==> src/inc/ssdr_pkg.sv <==
package ssdr_pkg;

  // Register addresses on the plain register port.
  localparam logic [7:0] ADDR_DATA     = 8'h21;  // Serial data buffer.
  localparam logic [7:0] ADDR_CTRL     = 8'h22;  // Serial control.
  localparam logic [7:0] ADDR_CSR      = 8'h23;  // Serial control and status.
  localparam logic [7:0] ADDR_EVT_STS  = 8'h24;  // Sticky event status, cleared by a read.
  localparam logic [7:0] ADDR_EVT_MASK = 8'h25;  // Event mask, same layout as the event status.

  // Field positions in the serial control register.
  localparam int unsigned CTRL_IRQ_EN  = 7;  // Interrupt enable.
  localparam int unsigned CTRL_PORT_EN = 6;  // Port enable.
  localparam int unsigned CTRL_DIV_EN  = 5;  // Divisor-halving select for rate settings 00 and 10.
  localparam int unsigned CTRL_MASTER  = 4;  // Master select.
  localparam int unsigned CTRL_CPOL    = 3;  // Serial clock idle level.
  localparam int unsigned CTRL_CPHA    = 2;  // Serial clock capture phase.
  localparam int unsigned CTRL_RATE_HI = 1;  // Rate select, upper bit.
  localparam int unsigned CTRL_RATE_LO = 0;  // Rate select, lower bit.

  // Field positions in the serial control and status register.
  localparam int unsigned CSR_DONE     = 7;  // Transfer done flag.
  localparam int unsigned CSR_WRITE_COLLISION_FLAG     = 6;  // Write collision flag.
  localparam int unsigned CSR_OVR      = 5;  // Overrun flag.
  localparam int unsigned CSR_MODE_FAULT_FLAG     = 4;  // Mode fault flag.
  localparam int unsigned CSR_RSVD     = 3;  // Reserved, reads as zero.
  localparam int unsigned CSR_OUT_DIS  = 2;  // Output disable.
  localparam int unsigned CSR_SEL_SOFT = 1;  // Software select control.
  localparam int unsigned CSR_SEL_LVL  = 0;  // Software select level.

  // Event bit positions in the event status and mask registers.
  localparam int unsigned EVT_DONE = 0;  // Transfer finished.
  localparam int unsigned EVT_WRITE_COLLISION_FLAG = 1;  // Write collision.
  localparam int unsigned EVT_OVR  = 2;  // Overrun.
  localparam int unsigned EVT_MODE_FAULT_FLAG = 3;  // Mode fault.
  localparam int unsigned EVT_W    = 4;  // Number of event bits.

  // Reset values.
  localparam logic [7:0]       CTRL_RST     = 8'h00;  // Control register after reset.
  localparam logic [7:0]       CSR_RST      = 8'h00;  // Control and status register after reset.
  localparam logic [EVT_W-1:0] EVT_MASK_RST = 4'h0;   // All events masked after reset.

  // Bits shifted per transfer.
  localparam logic [2:0] LAST_BIT = 3'h7;  // Index of the eighth serial clock period.

  // Master serial clock half periods, in core clock cycles.
  localparam logic [6:0] HALF_DIV4   = 7'h02;  // Core clock divided by 4.
  localparam logic [6:0] HALF_DIV8   = 7'h04;  // Core clock divided by 8.
  localparam logic [6:0] HALF_DIV16  = 7'h08;  // Core clock divided by 16.
  localparam logic [6:0] HALF_DIV32  = 7'h10;  // Core clock divided by 32.
  localparam logic [6:0] HALF_DIV64  = 7'h20;  // Core clock divided by 64.
  localparam logic [6:0] HALF_DIV128 = 7'h40;  // Core clock divided by 128.

  // Transfer engine states.
  typedef enum logic {
    XF_IDLE,  // No byte on the wire.
    XF_RUN    // A byte is being shifted.
  } ssdr_xfer_e;

endpackage
==> src/core/ssdr_core.sv <==
`timescale 1ns/100ps

module ssdr_core #(
  parameter int unsigned ADDR_W = 8  // Register address width.
) (
  input  wire logic              core_clk_i,   // Core clock.
  input  wire logic              srst_i,       // Synchronous reset, active high.
  input  wire logic [ADDR_W-1:0] addr_i,       // Register address.
  input  wire logic [7:0]        wdata_i,      // Register write data.
  input  wire logic              wr_i,         // Write strobe.
  input  wire logic              rd_i,         // Read strobe.
  output logic      [7:0]        rdata_o,      // Read data, one cycle after the strobe.
  output logic                   irq_o,        // Interrupt request, level.
  input  wire logic              sck_i,        // Serial clock pin, input side.
  output logic                   sck_o,        // Serial clock pin, output side.
  output logic                   sck_oe_n_o,   // Serial clock drive enable, active low.
  input  wire logic              mosi_i,       // Controller-out pin, input side.
  output logic                   mosi_o,       // Controller-out pin, output side.
  output logic                   mosi_oe_n_o,  // Controller-out drive enable, active low.
  input  wire logic              miso_i,       // Peripheral-out pin, input side.
  output logic                   miso_o,       // Peripheral-out pin, output side.
  output logic                   miso_oe_n_o,  // Peripheral-out drive enable, active low.
  input  wire logic              ss_n_i        // Slave select pin, active low.
);

  // The decode compares against 8-bit addresses, so narrower buses cannot serve.
  if (ADDR_W < 8) begin : g_addr_chk
    $error("ADDR_W must be at least 8");
  end

  // Pin synchronisers: index 0 clock, 1 controller-out, 2 peripheral-out, 3 select.
  logic [3:0] pin_raw;     // Raw pin levels.
  logic [3:0] pin_s1_r;    // First synchroniser stage.
  logic [3:0] pin_s2_r;    // Second synchroniser stage.
  logic       sck_d_r;     // Delayed synchronised clock for edge finding.

  assign pin_raw = {ss_n_i, miso_i, mosi_i, sck_i};

  // Every pin passes two flops; the first stage feeds only the second.
  for (genvar i = 0; i < 4; i++) begin : g_sync
    always_ff @(posedge core_clk_i) begin
      if (srst_i) begin
        pin_s1_r[i] <= 1'b1;
        pin_s2_r[i] <= 1'b1;
      end else begin
        pin_s1_r[i] <= pin_raw[i];
        pin_s2_r[i] <= pin_s1_r[i];
      end
    end
  end

  // Remember the last synchronised clock level to find slave edges.
  always_ff @(posedge core_clk_i) begin
    if (srst_i) begin
      sck_d_r <= 1'b1;  // Matches the synchroniser reset, so no false edge follows reset.
    end else begin
      sck_d_r <= pin_s2_r[0];
    end
  end

  // Registers.
  logic [7:0]             ctrl_r;       // Serial control register.
  logic                   done_r;       // Transfer done flag.
  logic                   write_collision_flag_r;       // Write collision flag.
  logic                   ovr_r;        // Overrun flag.
  logic                   mode_fault_flag_r;       // Mode fault flag.
  logic                   out_dis_r;    // Output disable.
  logic                   sel_soft_r;   // Software select control.
  logic                   sel_lvl_r;    // Software select level.
  logic                   arm_r;        // Status read seen, waiting for a data access.
  logic                   mode_fault_flag_arm_r;   // Status read with fault set, waiting for a control write.
  logic [ssdr_pkg::EVT_W-1:0] evt_sts_r;  // Sticky event status.
  logic [ssdr_pkg::EVT_W-1:0] evt_mask_r; // Event mask.
  logic [7:0]             rx_buf_r;     // Receive read buffer.
  logic [7:0]             rx_sh_r;      // Receive shift register.
  logic [7:0]             tx_sh_r;      // Transmit shift register.
  logic [2:0]             bit_cnt_r;    // Completed serial periods in this byte.
  logic [6:0]             half_cnt_r;   // Master half-period counter.
  logic                   sck_gen_r;    // Master serial clock level.
  ssdr_pkg::ssdr_xfer_e   xfer_st_r;    // Transfer engine state.
  logic [7:0]             rdata_r;      // Registered read data.
  logic                   irq_r;        // Registered interrupt.

  // Decoded strobes.
  logic data_wr, data_rd, ctrl_wr, csr_wr, stat_rd, sts_rd, mask_wr;
  assign data_wr = wr_i && (addr_i == ADDR_W'(ssdr_pkg::ADDR_DATA));
  assign data_rd = rd_i && (addr_i == ADDR_W'(ssdr_pkg::ADDR_DATA));
  assign ctrl_wr = wr_i && (addr_i == ADDR_W'(ssdr_pkg::ADDR_CTRL));
  assign csr_wr  = wr_i && (addr_i == ADDR_W'(ssdr_pkg::ADDR_CSR));
  assign stat_rd = rd_i && (addr_i == ADDR_W'(ssdr_pkg::ADDR_CSR));
  assign sts_rd  = rd_i && (addr_i == ADDR_W'(ssdr_pkg::ADDR_EVT_STS));
  assign mask_wr = wr_i && (addr_i == ADDR_W'(ssdr_pkg::ADDR_EVT_MASK));

  // Mode and select.
  logic is_master, port_en, cpol, cpha, ss_int, slave_sel, busy, data_acc;
  assign is_master = ctrl_r[ssdr_pkg::CTRL_MASTER];
  assign port_en   = ctrl_r[ssdr_pkg::CTRL_PORT_EN];
  assign cpol      = ctrl_r[ssdr_pkg::CTRL_CPOL];
  assign cpha      = ctrl_r[ssdr_pkg::CTRL_CPHA];
  assign ss_int    = sel_soft_r ? sel_lvl_r : pin_s2_r[3];
  assign slave_sel = port_en && !is_master && !ss_int;
  assign busy      = (xfer_st_r == ssdr_pkg::XF_RUN);
  assign data_acc  = data_rd || data_wr;

  // Events seen by the flag logic.
  logic mode_fault_flag_evt, wr_block, write_collision_flag_evt, wr_take;
  assign mode_fault_flag_evt = port_en && is_master && !ss_int;
  assign wr_block = done_r && !arm_r;
  assign write_collision_flag_evt = data_wr && busy;
  assign wr_take  = data_wr && !busy && !wr_block;

  // Master rate selection from the divider and rate bits.
  logic [6:0] half_len;
  always_comb begin
    unique case ({ctrl_r[ssdr_pkg::CTRL_DIV_EN], ctrl_r[ssdr_pkg::CTRL_RATE_HI], ctrl_r[ssdr_pkg::CTRL_RATE_LO]})
      3'h4:    half_len = ssdr_pkg::HALF_DIV4;
      3'h0:    half_len = ssdr_pkg::HALF_DIV8;
      3'h1:    half_len = ssdr_pkg::HALF_DIV16;
      3'h6:    half_len = ssdr_pkg::HALF_DIV32;
      3'h2:    half_len = ssdr_pkg::HALF_DIV64;
      default: half_len = ssdr_pkg::HALF_DIV128;
    endcase
  end

  // Serial clock edges: made by the divider in master mode, found on the pin in slave mode.
  logic m_tog, s_tog, lead, trail, sample, shift, din, done_evt;
  logic [7:0] rx_byte;
  assign m_tog  = busy && is_master && (half_cnt_r == 7'h01);
  assign s_tog  = slave_sel && (pin_s2_r[0] != sck_d_r);
  assign lead   = is_master ? (m_tog && (sck_gen_r == cpol)) : (s_tog && (sck_d_r == cpol));
  assign trail  = is_master ? (m_tog && (sck_gen_r != cpol)) : (s_tog && (sck_d_r != cpol) && busy);
  assign sample = cpha ? trail : lead;
  // With the late phase the first leading edge only starts the byte, it does not shift.
  assign shift  = cpha ? (lead && busy && (bit_cnt_r != 3'h0)) : trail;
  assign din    = is_master ? pin_s2_r[2] : pin_s2_r[1];
  // The eighth trailing edge ends the byte.
  assign done_evt = trail && (bit_cnt_r == ssdr_pkg::LAST_BIT);
  // With the late phase the last bit arrives on the same edge that ends the byte.
  assign rx_byte  = cpha ? {rx_sh_r[6:0], din} : rx_sh_r;

  // Transfer engine state and bit counting.
  always_ff @(posedge core_clk_i) begin
    if (srst_i) begin
      xfer_st_r <= ssdr_pkg::XF_IDLE;
      bit_cnt_r <= 3'h0;
    end else begin
      unique case (xfer_st_r)
        ssdr_pkg::XF_IDLE: begin
          bit_cnt_r <= 3'h0;
          if (is_master && port_en && wr_take && !mode_fault_flag_evt) begin
            xfer_st_r <= ssdr_pkg::XF_RUN;
          end else if (!is_master && lead) begin
            xfer_st_r <= ssdr_pkg::XF_RUN;
          end
        end
        ssdr_pkg::XF_RUN: begin
          // A fault, a deselect or a disabled port abandons the byte mid-way.
          if (mode_fault_flag_evt || !port_en || (!is_master && ss_int) || done_evt) begin
            xfer_st_r <= ssdr_pkg::XF_IDLE;
            bit_cnt_r <= 3'h0;
          end else if (trail) begin
            bit_cnt_r <= bit_cnt_r + 3'h1;
          end
        end
      endcase
    end
  end

  // Master serial clock divider; the clock rests at its idle level between bytes.
  always_ff @(posedge core_clk_i) begin
    if (srst_i) begin
      half_cnt_r <= ssdr_pkg::HALF_DIV128;
      sck_gen_r  <= 1'b0;
    end else if (!busy || !is_master) begin
      half_cnt_r <= half_len;
      sck_gen_r  <= cpol;
    end else if (m_tog) begin
      half_cnt_r <= half_len;
      sck_gen_r  <= !sck_gen_r;
    end else begin
      half_cnt_r <= half_cnt_r - 7'h01;
    end
  end

  // Shift registers: a data write goes straight into the transmit shifter.
  always_ff @(posedge core_clk_i) begin
    if (srst_i) begin
      tx_sh_r <= 8'h00;
      rx_sh_r <= 8'h00;
    end else begin
      if (wr_take) begin
        tx_sh_r <= wdata_i;
      end else if (shift) begin
        tx_sh_r <= {tx_sh_r[6:0], 1'b0};
      end
      if (sample) begin
        rx_sh_r <= {rx_sh_r[6:0], din};
      end
    end
  end

  // Read buffer: loaded only when the done flag rises, so an overrun keeps the old byte.
  always_ff @(posedge core_clk_i) begin
    if (srst_i) begin
      rx_buf_r <= 8'h00;
    end else if (done_evt && !done_r) begin
      rx_buf_r <= rx_byte;
    end
  end

  // Done and collision flags and their shared status-then-data clearing sequence.
  always_ff @(posedge core_clk_i) begin
    if (srst_i) begin
      done_r <= 1'b0;
      write_collision_flag_r <= 1'b0;
      arm_r  <= 1'b0;
    end else begin
      if (done_evt) begin
        done_r <= 1'b1;
      end else if (arm_r && data_acc) begin
        done_r <= 1'b0;
      end
      if (write_collision_flag_evt) begin
        write_collision_flag_r <= 1'b1;
      end else if (arm_r && data_acc) begin
        write_collision_flag_r <= 1'b0;
      end
      if (stat_rd) begin
        arm_r <= 1'b1;
      end else if (data_acc) begin
        arm_r <= 1'b0;
      end
    end
  end

  // Overrun flag: a byte completing while done is still set; a status read clears it unless an overrun occurs in the same cycle.
  always_ff @(posedge core_clk_i) begin
    if (srst_i) begin
      ovr_r <= 1'b0;
    end else if (done_evt && done_r) begin
      ovr_r <= 1'b1;
    end else if (stat_rd) begin
      ovr_r <= 1'b0;
    end
  end

  // Mode fault flag: cleared by a status read while set, then a control write.
  always_ff @(posedge core_clk_i) begin
    if (srst_i) begin
      mode_fault_flag_r     <= 1'b0;
      mode_fault_flag_arm_r <= 1'b0;
    end else begin
      if (mode_fault_flag_evt) begin
        mode_fault_flag_r <= 1'b1;
      end else if (mode_fault_flag_arm_r && ctrl_wr) begin
        mode_fault_flag_r <= 1'b0;
      end
      if (stat_rd && mode_fault_flag_r) begin
        mode_fault_flag_arm_r <= 1'b1;
      end else if (ctrl_wr) begin
        mode_fault_flag_arm_r <= 1'b0;
      end
    end
  end

  // Control register; a fault takes the port off the pins and drops master mode.
  always_ff @(posedge core_clk_i) begin
    if (srst_i) begin
      ctrl_r <= ssdr_pkg::CTRL_RST;
    end else begin
      if (ctrl_wr) begin
        ctrl_r <= wdata_i;
      end
      if (mode_fault_flag_evt) begin
        ctrl_r[ssdr_pkg::CTRL_PORT_EN] <= 1'b0;
        ctrl_r[ssdr_pkg::CTRL_MASTER]  <= 1'b0;
      end
    end
  end

  // Writable low bits of the control and status register; the reserved bit is not stored.
  always_ff @(posedge core_clk_i) begin
    if (srst_i) begin
      out_dis_r  <= ssdr_pkg::CSR_RST[ssdr_pkg::CSR_OUT_DIS];
      sel_soft_r <= ssdr_pkg::CSR_RST[ssdr_pkg::CSR_SEL_SOFT];
      sel_lvl_r  <= ssdr_pkg::CSR_RST[ssdr_pkg::CSR_SEL_LVL];
    end else if (csr_wr) begin
      out_dis_r  <= wdata_i[ssdr_pkg::CSR_OUT_DIS];
      sel_soft_r <= wdata_i[ssdr_pkg::CSR_SEL_SOFT];
      sel_lvl_r  <= wdata_i[ssdr_pkg::CSR_SEL_LVL];
    end
  end

  // Sticky event bits: an event in the cycle of a clearing read still sets the bit.
  logic [ssdr_pkg::EVT_W-1:0] evt_in;
  assign evt_in[ssdr_pkg::EVT_DONE] = done_evt;
  assign evt_in[ssdr_pkg::EVT_WRITE_COLLISION_FLAG] = write_collision_flag_evt;
  assign evt_in[ssdr_pkg::EVT_OVR]  = done_evt && done_r;
  assign evt_in[ssdr_pkg::EVT_MODE_FAULT_FLAG] = mode_fault_flag_evt;

  for (genvar e = 0; e < ssdr_pkg::EVT_W; e++) begin : g_evt
    always_ff @(posedge core_clk_i) begin
      if (srst_i) begin
        evt_sts_r[e] <= 1'b0;
      end else begin
        evt_sts_r[e] <= evt_in[e] || (evt_sts_r[e] && !sts_rd);
      end
    end
  end

  // Event mask register.
  always_ff @(posedge core_clk_i) begin
    if (srst_i) begin
      evt_mask_r <= ssdr_pkg::EVT_MASK_RST;
    end else if (mask_wr) begin
      evt_mask_r <= wdata_i[ssdr_pkg::EVT_W-1:0];
    end
  end

  // One interrupt line: the done, overrun and mode fault flags gated by the enable bit, plus unmasked sticky events.
  always_ff @(posedge core_clk_i) begin
    if (srst_i) begin
      irq_r <= 1'b0;
    end else begin
      irq_r <= (ctrl_r[ssdr_pkg::CTRL_IRQ_EN] && (done_r || ovr_r || mode_fault_flag_r))
               || (|(evt_sts_r & evt_mask_r));
    end
  end

  // Read data, registered so that it stands in the cycle after the strobe only.
  logic [7:0] csr_val;
  assign csr_val = {done_r, write_collision_flag_r, ovr_r, mode_fault_flag_r, 1'b0, out_dis_r, sel_soft_r, sel_lvl_r};

  always_ff @(posedge core_clk_i) begin
    if (srst_i || !rd_i) begin
      rdata_r <= 8'h00;
    end else begin
      unique case (addr_i[7:0])
        ssdr_pkg::ADDR_DATA:     rdata_r <= rx_buf_r;
        ssdr_pkg::ADDR_CTRL:     rdata_r <= ctrl_r;
        ssdr_pkg::ADDR_CSR:      rdata_r <= csr_val;
        ssdr_pkg::ADDR_EVT_STS:  rdata_r <= {4'h0, evt_sts_r};
        ssdr_pkg::ADDR_EVT_MASK: rdata_r <= {4'h0, evt_mask_r};
        default:                 rdata_r <= 8'h00;  // Unmapped addresses read zero.
      endcase
    end
  end

  // Pin drivers; the data output is released when disabled or when the port is off.
  assign rdata_o     = rdata_r;
  assign irq_o       = irq_r;
  assign sck_o       = sck_gen_r;
  assign sck_oe_n_o  = !(port_en && is_master);
  assign mosi_o      = tx_sh_r[7];
  assign miso_o      = tx_sh_r[7];
  assign mosi_oe_n_o = !(port_en && is_master && !out_dis_r);
  // Only a selected slave drives, so several slaves can share the line.
  assign miso_oe_n_o = !(slave_sel && !out_dis_r);

  // Serial clock edges of the current byte, counted apart from the bit counter.
  logic [4:0] edge_cnt_r;  // Leading plus trailing edges seen so far.
  always_ff @(posedge core_clk_i) begin
    if (srst_i || (!busy && !lead)) begin
      edge_cnt_r <= 5'h00;
    end else if (lead || trail) begin
      edge_cnt_r <= edge_cnt_r + 5'h01;
    end
  end
endmodule

==> config.mk <==
export PLATFORM = sky130hd
export DESIGN_NAME = ssdr_core
export DESIGN_NICKNAME = d
export VERILOG_FILES = /design/src/inc/ssdr_pkg.sv /design/src/core/ssdr_core.sv
export SDC_FILE = /design/constraint.sdc
export NUM_CORES = 1
export LEC_CHECK = 0
export ABC_AREA = 1
export BUFFER_PORTS_ARGS = -buffer_cell sky130_fd_sc_hd__buf_2
export CAP_MARGIN = 20
export CORE_ASPECT_RATIO = 1.4
export CORE_UTILIZATION = 58
export DETAILED_ROUTE_END_ITERATION = 8
export HOLD_SLACK_MARGIN = 0.08
export PLACE_DENSITY = 0.79
export SKIP_LAST_GASP = 1
export SLEW_MARGIN = 15
export SYNTH_ARGS = -nofsm -noshare
export SYNTH_HDL_FRONTEND = slang
export SYNTH_SLANG_ARGS = --single-unit
==> constraint.sdc <==
create_clock -name core_clk_i -period 1.8 [get_ports core_clk_i]
set_input_delay 0.36 -clock core_clk_i [delete_from_list [all_inputs] [get_ports core_clk_i]]
set_output_delay 0.36 -clock core_clk_i [all_outputs]
set_load 0.005 [all_outputs]
# --- Yosys cells after proc, flatten, opt, wreduce, memory -nomap -nowiden ---
# Index checks and enable logic that the tools add are counted.
totals:
  output_inout_bits: 15
  inputBits: 24
  reg_bits: 79
op_classes:
  n_bitwise: 2
  n_reduce_logical: 82
  addsub: 2
  n_mux: 33
  eq_ne: 17
op_table:
  columns: ["operator", "count"]
  rows:
  - ["$logic_and 1x1->1", 42]
  - ["$eq 8x6->1 const B", 5]
  - ["$pmux 8 s5", 1]
  - ["$pmux 7 s5", 1]
  - ["$mux 8", 3]
  - ["$mux 1", 22]
  - ["$reduce_bool 2->1", 8]
  - ["$logic_not 1->1", 15]
  - ["$mux 7", 2]
  - ["$logic_or 1x1->1", 13]
  - ["$eq 3x3->1 const B", 3]
  - ["$eq 7x1->1 const B", 1]
  - ["$sub 7x1->7 const B", 1]
  - ["$mux 3", 2]
  - ["$pmux 3 s2", 1]
  - ["$and 4x4->4", 1]
  - ["$reduce_or 4->1", 1]
  - ["$add 3x1->3 const B", 1]
  - ["$eq 3x1->1 const B", 1]
  - ["$eq 3x2->1 const B", 1]
  - ["$logic_not 3->1", 1]
  - ["$ne 1x1->1", 3]
  - ["$ne 3x1->1 const B", 1]
  - ["$reduce_bool 3->1", 1]
  - ["other kinds (4)", 5]

# --- Depth between registers and ports, before layout ---
# Gate-level depths: netlist of the first run.
logic_depth:
  word_depth: 11
  ltp_mapped: 13
  ltp_nobuf: 12

# --- Worst setup path after synthesis of the first run ---
# OpenSTA, ideal clock, no wires.
synth_path:
  path_type: "in2reg"
  from: "input port addr_i[4]"
  to: "register evt_mask_r[0] (netlist bit)"
  arrival_time_ps: 1384
  path_stages: 9
  n_path_buf: 2
  required_ps: 1676
  setup_slack_ps: 292
  cell_sequence: "inv_1 > nand2_1 > nor2_2 > buf_4 > nand4_2 > or2_0 > clkbuf_1 > o21ai_0 > a21oi_1"
synth_between:
  elab_chain_cells: 2
synth_rtl:
  columns: ["element", "line_no", "text"]
  rows:
  - ["from (decl)", "ssdr_core.sv:8", "input wire logic [ADDR_W-1:0] addr_i,"]
  - ["$eq 8x6->1", "ssdr_core.sv:92", "assign mask_wr = wr_i && (addr_i == ADDR_W'(ssdr_pkg::ADDR_EVT_MASK));"]
  - ["$logic_and 1x1->1", "ssdr_core.sv:92", null]
  - ["to (signal assigned)", "ssdr_core.sv:314", "evt_mask_r <= ssdr_pkg::EVT_MASK_RST;"]
  - ["to (signal assigned)", "ssdr_core.sv:316", "evt_mask_r <= wdata_i[ssdr_pkg::EVT_W-1:0];"]
  - ["to (decl)", "ssdr_core.sv:73", "logic [ssdr_pkg::EVT_W-1:0] evt_mask_r;"]
# Every way passes these cells.
# A chain may end at the register's enable or synchronous reset.

# --- Final worst setup path of the first run ---
layout_path:
  from: "register sel_lvl_r"
  to: "register tx_sh_r[1]"
layout_between:
  elab_chain_cells: 10
  word_cells_on_any_way: 13
  classes_between: "mux: 4; reduce/logical: 9"
layout_rtl:
  columns: ["element", "line_no", "text"]
  rows:
  - ["from (decl)", "ssdr_core.sv:69", "logic sel_lvl_r;"]
  - ["from (signal assigned)", "ssdr_core.sv:286", "sel_lvl_r <= ssdr_pkg::CSR_RST[ssdr_pkg::CSR_SEL_LVL];"]
  - ["from (signal assigned)", "ssdr_core.sv:290", "sel_lvl_r <= wdata_i[ssdr_pkg::CSR_SEL_LVL];"]
  - ["$mux 1 *", "ssdr_core.sv:100", "assign ss_int = sel_soft_r ? sel_lvl_r : pin_s2_r[3];"]
  - ["$logic_not 1->1 *", "ssdr_core.sv:101", "assign slave_sel = port_en && !is_master && !ss_int;"]
  - ["$logic_and 1x1->1 *", "ssdr_core.sv:101", null]
  - ["$logic_and 1x1->1 *", "ssdr_core.sv:129", "assign s_tog = slave_sel && (pin_s2_r[0] != sck_d_r);"]
  - ["$logic_and 1x1->1", "ssdr_core.sv:130", "assign lead = is_master ? (m_tog && (sck_gen_r == cpol)) : (s_tog && (sck_d_r == cpol));"]
  - ["$mux 1", "ssdr_core.sv:130", null]
  - ["$logic_and 1x1->1 (2 in series)", "ssdr_core.sv:134", "assign shift = cpha ? (lead && busy && (bit_cnt_r != 3'h0)) : trail;"]
  - ["$mux 1 *", "ssdr_core.sv:134", null]
  - ["$reduce_bool 2->1 (no source line) *", null, null]
  - ["to (signal assigned)", "ssdr_core.sv:192", "tx_sh_r <= wdata_i;"]
  - ["to (signal assigned)", "ssdr_core.sv:194", "tx_sh_r <= {tx_sh_r[6:0], 1'b0};"]
  - ["to (decl)", "ssdr_core.sv:76", "logic [7:0] tx_sh_r;"]
# Mark *: on every way between the ends. The rest lies on a longest branch, timed or not.

==> results of run 1 <==
worst reg2reg max path: stages (launching register included):
cell	delay (ns)
dfxtp_1	0.33
inv_1	0.14
nand2_1	0.09
o21ai_2	0.10
nand3_1	0.17
o21bai_2	0.23
nand3_4	0.21
a21oi_1	0.25
nor2_1	0.09
synthesized netlist by cell type (all sizes together):
cell type and instances:
clkbuf 8, inv 69, o22ai 4, buf 10, nand4 7, o211ai 4, a211oi 1, o21ai 49
nand2 120, ha 5, xnor2 1, a31oi 3, o31ai 3, xor2 4, or2 11, a21oi 45
nor2 64, nand3 30, mux2i 1, dfxtp 79, nand3b 2, nor3 4, o21bai 1
final cells by class:
type / count / area, um2
timing repair buffer: 61 / 375
clock inverter: 6 / 85.1
multi-input combinational: 360 / 1820
sequential: 79 / 1580
fill: 530 / 1870
inverter: 69 / 259
clock buffer: 10 / 128
tap: 72 / 90.1
registers in the layout, summed over array words and instances (netlist names), 3 cells and up:
signal,count
ctrl_r,8
rdata_o,8
rx_buf_r,8
rx_sh_r,8
tx_sh_r,8
half_cnt_r,7
evt_mask_r,4
evt_sts_r,4
pin_s1_r,4
pin_s2_r,4
bit_cnt_r,3
where the power goes:
part / total (mW) / internal, mW / switching, mW / leakage, nW
Combinational: 0.139 / 0.0520 / 0.0871 / 1.21
Clock: 1.44 / 0.776 / 0.663 / 0.102
Sequential: 1.76 / 1.76 / 0.00604 / 0.639
Total: 3.34 / 2.59 / 0.757 / 1.96
kinds of logic after synthesis:
logic type | after synthesis
AOI/OAI and AO/OA | 110
xor gates and xnor gates | 5
adders and majority gates | 5
buffers and inverters | 87
DFF | 79
muxes | 1
and+or+nand+nor | 238
final timing paths:
check	startpoint	end	slack (ns)	depth (start not counted)
worst max-delay path	sel_lvl_r$_SDFFE_PP0P_	tx_sh_r[1]$_SDFFE_PP0P_	0.08	8
worst min-delay path	ss_n_i	pin_s1_r[3]$_SDFF_PP1_	0.18	2
worst max register to register	sel_lvl_r$_SDFFE_PP0P_	tx_sh_r[1]$_SDFFE_PP0P_	0.08	8
worst min register to register	pin_s1_r[2]$_SDFF_PP1_	pin_s2_r[2]$_SDFF_PP1_	0.41	1
routing by layer:
layer | vias to the layer above | wire, um | track usage [%]
li1 | 1793 | - | -
met1 | 1654 | 3780 | 33.2
met2 | 128 | 4630 | 47.1
met3 | 25 | 478 | 3.13
met4 | 0 | 315 | 16.6
met5 | - | 0 | 0
repair_timing:
action / in CTS / in global routing
setup endpoints to repair: 0 / 24
buffers inserted: 0 / 9
gates resized for setup: 0 / 7
==> results.sh, run 1 <==
export IMPL_period_needed_ns=1.72
export IMPL_tritoncts="done"
export IMPL_muxShareOfSynthArea_pct=0.269
export IMPL_pre_cts_ws_ns=-0.0425
export IMPL_grt_max_degree=48
export IMPL_synthCells=525
export IMPL_status="finished, final reports clean"
export IMPL_tns_ns=0
export IMPL_coreArea_um2=6210
export IMPL_rsz0062_at_grt="yes"
export IMPL_grt_use_total_pct=27.7
export IMPL_vias_per_cell=5.48
export IMPL_yosys_area_share_simple_pct=28.6
export IMPL_place_area_um2=4020
export IMPL_ys_types=37
export IMPL_clockBufferDepth=2
export IMPL_antenna_found_initial=0
export IMPL_cts_sinks=79
export IMPL_layout_setup_ws_ns=0.0831
export IMPL_hp_class="input pin to flip-flop"
export IMPL_wl_mm=9.20
export IMPL_crit_type="flip-flop to flip-flop"
export IMPL_synth_area_leaders="dfxtp_1, nand2_1, o21ai_0"
export IMPL_finClkSkew_ns=0.00831
export IMPL_drv_cap=0
export IMPL_start_util_pct=60.0
export IMPL_required_ns=2.05
export IMPL_fin_util_pct=69.9
export IMPL_final_nets=609
export IMPL_die_w_um=69.7
export IMPL_cp_end_kind="flip-flop"
export IMPL_synth_nets=554
export IMPL_critPathMaxFanout=15
export IMPL_synth_fa_ha_area_share_pct=1.68
export IMPL_insertion_delay_ns=0.36
export IMPL_drive_gt1_share_pct=19.3
export IMPL_hpwl_mm=6.53
export IMPL_postSynthAreaPerCell_um2=7.09
export IMPL_synth_top_family_by_area="simple AND/OR/NAND/NOR gates"
export IMPL_final_cell_mix="nand2_1, dfxtp_1, inv_1"
export IMPL_worst_slew_pin_slew_ns=0.387
export IMPL_cpPeakStageDelay_ns=0.33
export IMPL_die_area_um2=6750
export IMPL_finalHoldViolCount=0
export IMPL_ys_seq_area_share_pct=42.5
export IMPL_cts_root_buffer="clkbuf_8"
export IMPL_finalNonFillerCells=657
export IMPL_path_cells="inv_1 -> nand2_1 -> o21ai_2 -> nand3_1 -> o21bai_2 -> nand3_4 -> a21oi_1 -> nor2_1"
export IMPL_synth_compound_area_share_pct=16.1
export IMPL_dr_pass1_iters=5
export IMPL_layout_commonest_cell="nand2_1"
export IMPL_path_delay_family="compound AO/OA/AOI/OAI gates"
export IMPL_wire_per_inst_um=14.0
export IMPL_setup_viol=0
export IMPL_synth_top_cell_area_share_pct=42.5
export IMPL_drtAntennaViolNets=0
export IMPL_grt_first_pass_wirelength_mm=14.8
export IMPL_arrival_ns=1.96
export IMPL_grt_remaining_overflow=0
export IMPL_finalWeightedCongestion=0.923
export IMPL_rows=34
export IMPL_die_y_um=96.8
export IMPL_first_global_vias=3280
export IMPL_drtIter0Drc=267
export IMPL_cts_hold_buf=0
export IMPL_fmax_ghz=0.582
export IMPL_antenna_cells=0
export IMPL_drc=0
export IMPL_clkTransAtPathRegs_ns=0.08
export IMPL_relSlewSlack_pct=74.0
export IMPL_ir_worst_vdd_mv=0.581
export IMPL_num_vias=3600
export IMPL_yosys_area_top_type="dfxtp_1"
export IMPL_final_area_um2=4340
export IMPL_yosysWarnings=0
export IMPL_finalCritPeriodShare_pct=95.4
export IMPL_synth_xor_area_share_pct=1.18
export IMPL_post_place_cells=631
export IMPL_synth_area_um2=3720
export IMPL_timing_hold_ws_ns=0.178
export IMPL_io_pins=39
export IMPL_area_delta_synth_final_pct=16.5
export IMPL_start_kind="flip-flop"
export IMPL_critPathBufInv=1
export IMPL_p_leak_nw=1.96
export IMPL_portBuffers=38
export IMPL_cts_htree_levels=3
export IMPL_slowest_stage="dfxtp_1"
export IMPL_power_mw=3.34
export IMPL_cts_buffers=9
export IMPL_maxSlewViolCount=0
export IMPL_synth_seq_cells=79
export IMPL_power_density_nw_per_um2=771
Power figures use the tool's default switching activity.
==> inputs of run 2 (changes only) <==
--- a/config.mk
+++ b/config.mk
@@ -6,7 +6,7 @@
 export NUM_CORES = 1
 export LEC_CHECK = 0
 export ABC_AREA = 1
-export BUFFER_PORTS_ARGS = -buffer_cell sky130_fd_sc_hd__buf_2
+export BUFFER_PORTS_ARGS = -buffer_cell sky130_fd_sc_hd__clkbuf_2
 export CAP_MARGIN = 20
 export CORE_ASPECT_RATIO = 1.4
 export CORE_UTILIZATION = 58
==> results.sh, run 2 (synthesis gave the netlist of run 1 again) <==
export IMPL_status="finished, final reports clean"
export IMPL_crit_type="flip-flop to flip-flop"
export IMPL_drv_cap=0
export IMPL_power_internal_mw=2.52
export IMPL_hp_class="input pin to flip-flop"
export IMPL_p_sw_mw=0.740
export IMPL_layout_setup_ws_ns=0.112
export IMPL_die_w_um=69.7
export IMPL_maxSlewViolCount=0
export IMPL_clkPwrFrac_pct=41.7
export IMPL_worst_slew_pin_slew_ns=0.550
export IMPL_grt_first_pass_wirelength_mm=14.7
export IMPL_num_vias=3553
export IMPL_start_kind="flip-flop"
export IMPL_portBuffers=38
export IMPL_grt_remaining_overflow=0
export IMPL_p_leak_nw=1.92
export IMPL_place_area_um2=4010
export IMPL_wire_per_inst_um=13.8
export IMPL_power_density_nw_per_um2=759
export IMPL_ir_worst_vdd_mv=0.475
export IMPL_clkTransAtPathRegs_ns=0.08
export IMPL_die_y_um=96.8
export IMPL_drc=0
export IMPL_rrSetupSlack_ns=0.11
export IMPL_fillCellCount=531
export IMPL_rsz0062_at_grt="yes"
export IMPL_finalWeightedCongestion=0.948
export IMPL_area_delta_synth_final_pct=15.4
export IMPL_wl_mm=8.96
export IMPL_die_area_um2=6750
export IMPL_grt_use_total_pct=27.1
export IMPL_clockBufferDepth=2
export IMPL_cts_sinks=79
export IMPL_crit_start="ctrl_r[3]$_SDFFE_PP0P_"
export IMPL_finClkSkew_ns=0.00803
export IMPL_critPathMaxFanout=15
export IMPL_switching_share_pct=22.7
export IMPL_cts_buffers=9
export IMPL_r2r_start="ctrl_r[3]$_SDFFE_PP0P_"
export IMPL_vias_per_cell=5.47
export IMPL_drive_gt1_share_pct=18.4
export IMPL_relSlewSlack_pct=63.1
export IMPL_finalCritPeriodShare_pct=93.8
export IMPL_cp_end_kind="flip-flop"
export IMPL_arrival_ns=1.94
export IMPL_pre_cts_ws_ns=0.0193
export IMPL_cts_root_buffer="clkbuf_8"
export IMPL_dr_pass1_iters=5
export IMPL_antenna_found_initial=0
export IMPL_timing_hold_ws_ns=0.178
export IMPL_cts_hold_buf=0
export IMPL_coreArea_um2=6210
export IMPL_finalHoldViolCount=0
export IMPL_post_place_cells=629
export IMPL_hpwl_mm=6.44
export IMPL_finalNonFillerCells=649
export IMPL_rows=34
export IMPL_seqPwrFrac_pct=54.1
export IMPL_first_global_vias=3295
export IMPL_required_ns=2.05
export IMPL_insertion_delay_ns=0.36
export IMPL_cts_htree_levels=3
export IMPL_period_needed_ns=1.69
export IMPL_final_area_um2=4300
export IMPL_final_nets=602
export IMPL_fmax_ghz=0.592
export IMPL_antenna_cells=0
export IMPL_io_pins=39
export IMPL_p_comb_share_pct=4.2
export IMPL_setup_viol=0
export IMPL_tritoncts="done"
export IMPL_grt_max_degree=48
export IMPL_drtAntennaViolNets=0
export IMPL_drtIter0Drc=244
export IMPL_power_mw=3.26
export IMPL_final_cell_mix="nand2_1, dfxtp_1, inv_1"
export IMPL_r2r_cells=7
export IMPL_r2r_end="tx_sh_r[1]$_SDFFE_PP0P_"
export IMPL_layout_commonest_cell="nand2_1"
export IMPL_crit_end="tx_sh_r[1]$_SDFFE_PP0P_"
export IMPL_start_util_pct=60.0
==> run 2: worst max-delay path: stages (launching register included) <==
cell      delay [ns]
dfxtp_1         0.49
inv_1           0.10
nand2_1         0.09
nand2_1         0.10
o21bai_2        0.30
nand3_4         0.24
a21oi_1         0.20
nor2_1          0.06
==> run 2: worst min-delay path by stage <==
stage                                      start  slack (ns)                      to  depth (start not counted)
after floorplan           pin_s1_r[0]$_SDFF_PP1_        0.39  pin_s2_r[0]$_SDFF_PP1_                          1
after global placement    pin_s1_r[1]$_SDFF_PP1_        0.39  pin_s2_r[1]$_SDFF_PP1_                          1
after detailed placement  pin_s1_r[2]$_SDFF_PP1_        0.40  pin_s2_r[2]$_SDFF_PP1_                          1
after CTS                                 ss_n_i        0.17  pin_s1_r[3]$_SDFF_PP1_                          2
after global routing                      ss_n_i        0.18  pin_s1_r[3]$_SDFF_PP1_                          2
final                                     ss_n_i        0.18  pin_s1_r[3]$_SDFF_PP1_                          2
==> run 2: routing by layer <==
metal | vias to the layer above | share of wire (%) | GRT usage [%]
met5 | - | 0 | 0
met4 | 0 | 3.0 | 15.2
met3 | 27 | 6.0 | 4.79
met2 | 141 | 50 | 45.7
met1 | 1610 | 41 | 32.2
li1 | 1775 | - | -
==> run 2: final cells by class <==
| class | count | area (um2) | share of cell area (%) |
|---|---|---|---|
| multi-input cells | 360 | 1830 | 42.5 |
| flip-flops and latches | 79 | 1580 | 36.8 |
| well taps | 72 | 90.1 | 2.10 |
| clock buffers | 11 | 151 | 3.52 |
| clock inverters | 4 | 53.8 | 1.25 |
| inverters | 69 | 259 | 6.03 |
| repair buffers | 54 | 335 | 7.80 |
==> run 2: power groups by stage <==
stage	Combinational [mW]	Clock [mW]	Sequential [mW]
floorplan	0.0778	0	1.80
global placement	0.133	0	1.81
detailed placement	0.137	0	1.81
CTS	0.137	1.38	1.76
global route	0.155	1.43	1.77
finish	0.138	1.36	1.76
==> run 2: through the flow <==
step	util [%]	setup TNS (ns)
4_1_cts	67.8	0
3_5_place_dp	64.5	0
6_report	69.2	0
2_1_floorplan	-	0
5_1_grt	69.2	-0.134
3_3_place_gp	64.5	0
==> run 2: timing repair <==
action / in CTS / in global routing
hold endpoints to repair: 0 / 0
buffers inserted: 0 / 4
setup endpoints to repair: 0 / 24
gates resized for setup: 0 / 8
==> inputs of run 3 (changes only) <==
--- a/config.mk
+++ b/config.mk
@@ -5,13 +5,15 @@
 export SDC_FILE = /design/constraint.sdc
 export NUM_CORES = 1
 export LEC_CHECK = 0
-export ABC_AREA = 1
+export ABC_AREA = 0
 export BUFFER_PORTS_ARGS = -buffer_cell sky130_fd_sc_hd__clkbuf_2
 export CAP_MARGIN = 20
 export CORE_ASPECT_RATIO = 1.4
 export CORE_UTILIZATION = 58
+export CTS_CLUSTER_DIAMETER = 100
 export DETAILED_ROUTE_END_ITERATION = 8
 export HOLD_SLACK_MARGIN = 0.08
+export MAX_ROUTING_LAYER = met4
 export PLACE_DENSITY = 0.79
 export SKIP_LAST_GASP = 1
 export SLEW_MARGIN = 15
==> results.sh, run 3 <==
export IMPL_place_area_um2=4440
export IMPL_period_needed_ns=2.08
export IMPL_cts_htree_levels=3
export IMPL_setup_viol=33
export IMPL_ys_types=57
export IMPL_cts_root_buffer="clkbuf_8"
export IMPL_cts_sinks=79
export IMPL_r2r_end="tx_sh_r[1]$_SDFFE_PP0P_"
export IMPL_yosys_area_top_type="dfxtp_1"
export IMPL_path_delay_family="buffers and inverters"
export IMPL_drc=0
export IMPL_insertion_delay_ns=0.36
export IMPL_final_area_um2=5020
export IMPL_final_nets=542
export IMPL_ys_seq_area_share_pct=42.1
export IMPL_power_density_nw_per_um2=654
export IMPL_pre_cts_ws_ns=-0.305
export IMPL_final_cell_mix="dfxtp_1, buf_4, clkbuf_2"
export IMPL_drv_cap=0
export IMPL_rows=34
export IMPL_vias_per_cell=6.32
export IMPL_drtIter0Drc=457
export IMPL_finClkSkew_ns=0.0125
export IMPL_cp_depth=11
export IMPL_synth_ff_type="dfxtp_1"
export IMPL_p_leak_nw=1.85
export IMPL_wire_per_inst_um=18.8
export IMPL_fillCellCount=373
export IMPL_synth_area_um2=3750
export IMPL_rrSetupSlack_ns=-0.28
export IMPL_synthCells=409
export IMPL_hold_depth=2
export IMPL_fmax_ghz=0.480
export IMPL_layout_commonest_cell="dfxtp_1"
export IMPL_r2r_cells=11
export IMPL_drtAntennaViolNets=0
export IMPL_area_delta_synth_final_pct=33.7
export IMPL_r2r_start="half_cnt_r[1]$_SDFF_PP0_"
export IMPL_die_y_um=97.2
export IMPL_tritoncts="done"
export IMPL_cts_buffers=9
export IMPL_synth_top_cell_area_share_pct=42.1
export IMPL_cpPeakStageDelay_ns=0.35
export IMPL_num_vias=3726
export IMPL_critPathBufInv=5
export IMPL_critPathMaxFanout=8
export IMPL_grt_max_degree=41
export IMPL_hp_class="input pin to flip-flop"
export IMPL_finalWeightedCongestion=0.966
export IMPL_required_ns=2.08
export IMPL_crit_type="flip-flop to flip-flop"
export IMPL_clkTransAtPathRegs_ns=0.09
export IMPL_grt_first_pass_wirelength_mm=16.7
export IMPL_path_cells="inv_2 -> ha_4 -> nor4b_4 -> buf_4 -> nand4b_1 -> buf_4 -> o21ai_4 -> buf_6 -> a211o_1 -> buf_12 -> a211oi_1"
export IMPL_yosysWarnings=0
export IMPL_synth_seq_cells=79
export IMPL_io_pins=39
export IMPL_power_mw=3.28
export IMPL_grt_remaining_overflow=0
export IMPL_yosys_top_cells_count="dfxtp_1, a21oi_1, nand2_1"
export IMPL_yosysMostFrequentCell="dfxtp_1"
export IMPL_crit_start="half_cnt_r[1]$_SDFF_PP0_"
export IMPL_coreArea_um2=6210
export IMPL_synth_edf_count=0
export IMPL_fin_util_pct=80.8
export IMPL_cts_hold_buf=0
export IMPL_violations="setup timing"
export IMPL_synth_area_leaders="dfxtp_1, a21oi_1, mux2i_1"
export IMPL_slowest_stage="dfxtp_2"
export IMPL_grt_use_total_pct=31.9
export IMPL_portBuffers=38
export IMPL_postSynthAreaPerCell_um2=9.17
export IMPL_rsz0062_at_grt="yes"
export IMPL_hpwl_mm=7.05
export IMPL_start_util_pct=60.4
export IMPL_crit_end="tx_sh_r[1]$_SDFFE_PP0P_"
export IMPL_start_kind="flip-flop"
export IMPL_finalHoldViolCount=0
export IMPL_timing_hold_ws_ns=0.185
export IMPL_drive_gt1_share_pct=40.5
export IMPL_first_global_vias=3467
export IMPL_worst_slew_pin_slew_ns=0.459
export IMPL_clockBufferDepth=2
export IMPL_die_w_um=70.0
export IMPL_status="finished, violations left"
export IMPL_wl_mm=11.1
export IMPL_layout_setup_ws_ns=-0.283
export IMPL_antenna_cells=0
export IMPL_dr_pass1_iters=5
export IMPL_async_reset_ff_share_pct=0
export IMPL_arrival_ns=2.36
export IMPL_antenna_found_initial=0
export IMPL_synth_nets=438
export IMPL_maxSlewViolCount=0
export IMPL_relSlewSlack_pct=69.3
export IMPL_ir_worst_vdd_mv=0.918
export IMPL_critPathMostFrequentCell="buf_4"
export IMPL_finalCritPeriodShare_pct=116
export IMPL_cp_end_kind="flip-flop"
export IMPL_die_area_um2=6800
==> run 3: cell types whose count changed in the layout (fill, tap and decap cells not counted), moves of 8 or more <==
cell and delta:
mux2_2 +9, nand3_1 -13, a21oi_1 -10, nand2_1 -85
inv_1 -56, buf_4 +55, buf_6 +9, mux2i_1 +17
o21ai_1 +10, a211oi_1 +8, nor2_1 -27, a22oi_1 +8
o21ai_0 -45
==> run 3: layout make-up <==
| cell class | count | area, um2 | area share (%) |
|---|---|---|---|
| well taps | 72 | 90.1 | 1.80 |
| multi-input cells | 293 | 2230 | 44.5 |
| repair buffers | 120 | 870 | 17.3 |
| clock buffers | 11 | 141 | 2.82 |
| flip-flops and latches | 79 | 1590 | 31.6 |
| clock inverters | 5 | 57.6 | 1.15 |
| inverters | 10 | 37.5 | 0.748 |
==> run 3: metrics by stage <==
step,TNS (ns),cells
global route,-9.91,590
finish,-6.88,590
global placement,-9.21,558
floorplan,-3.86,409
CTS,-4.53,581
detailed placement,-11.11,558
==> run 3: worst min path at each step <==
| stage | from | endpoint |
|---|---|---|
| after floorplan | pin_s1_r[0]$_SDFF_PP1_ | pin_s2_r[0]$_SDFF_PP1_ |
| after global routing | sck_i | pin_s1_r[0]$_SDFF_PP1_ |
| after CTS | sck_i | pin_s1_r[0]$_SDFF_PP1_ |
| final | sck_i | pin_s1_r[0]$_SDFF_PP1_ |
| after global placement | pin_s1_r[2]$_SDFF_PP1_ | pin_s2_r[2]$_SDFF_PP1_ |
| after detailed placement | pin_s1_r[3]$_SDFF_PP1_ | pin_s2_r[3]$_SDFF_PP1_ |
==> run 3: logic make-up (layout without fill, tap and decap cells) <==
logic type	Yosys count	after routing	synth area share (%)
flops	79	79	42.1
compound gates	117	117	21.8
buf+inv	37	146	4.40
xor+xnor	8	8	1.87
mux	28	28	7.77
fa+ha+maj	5	5	1.67
simple gates	135	135	20.3
==> run 3: repair_timing <==
action                                  CTS  global route
pin swaps                                11            11
endpoints found under the setup margin   34            40
resized for setup                        32            34
buffers inserted                          7             9
cloned                                    0             2
==> run 3: layer usage <==
layer | vias up | wire length [um] | GRT usage [%]
li1 | 1720 | - | -
met1 | 1739 | 4160 | 36.2
met2 | 206 | 5500 | 51.0
met3 | 61 | 706 | 6.43
met4 | 0 | 718 | 20.2
met5 | - | 0 | -
==> run 3: power by group <==
| part | switching [mW] | internal [mW] | leakage [nW] |
|---|---|---|---|
| combinational | 0.103 | 0.0757 | 1.11 |
| sequential | 0.00668 | 1.76 | 0.641 |
| clock | 0.658 | 0.676 | 0.0916 |
| total | 0.768 | 2.51 | 1.85 |
==> run 3: worst reg2reg max path, cell delays in order, from the launching register on <==
cell	delay, ns
dfxtp_2	0.35
inv_2	0.05
ha_4	0.14
nor4b_4	0.13
buf_4	0.14
nand4b_1	0.18
buf_4	0.16
o21ai_4	0.07
buf_6	0.15
a211o_1	0.30
buf_12	0.15
a211oi_1	0.19
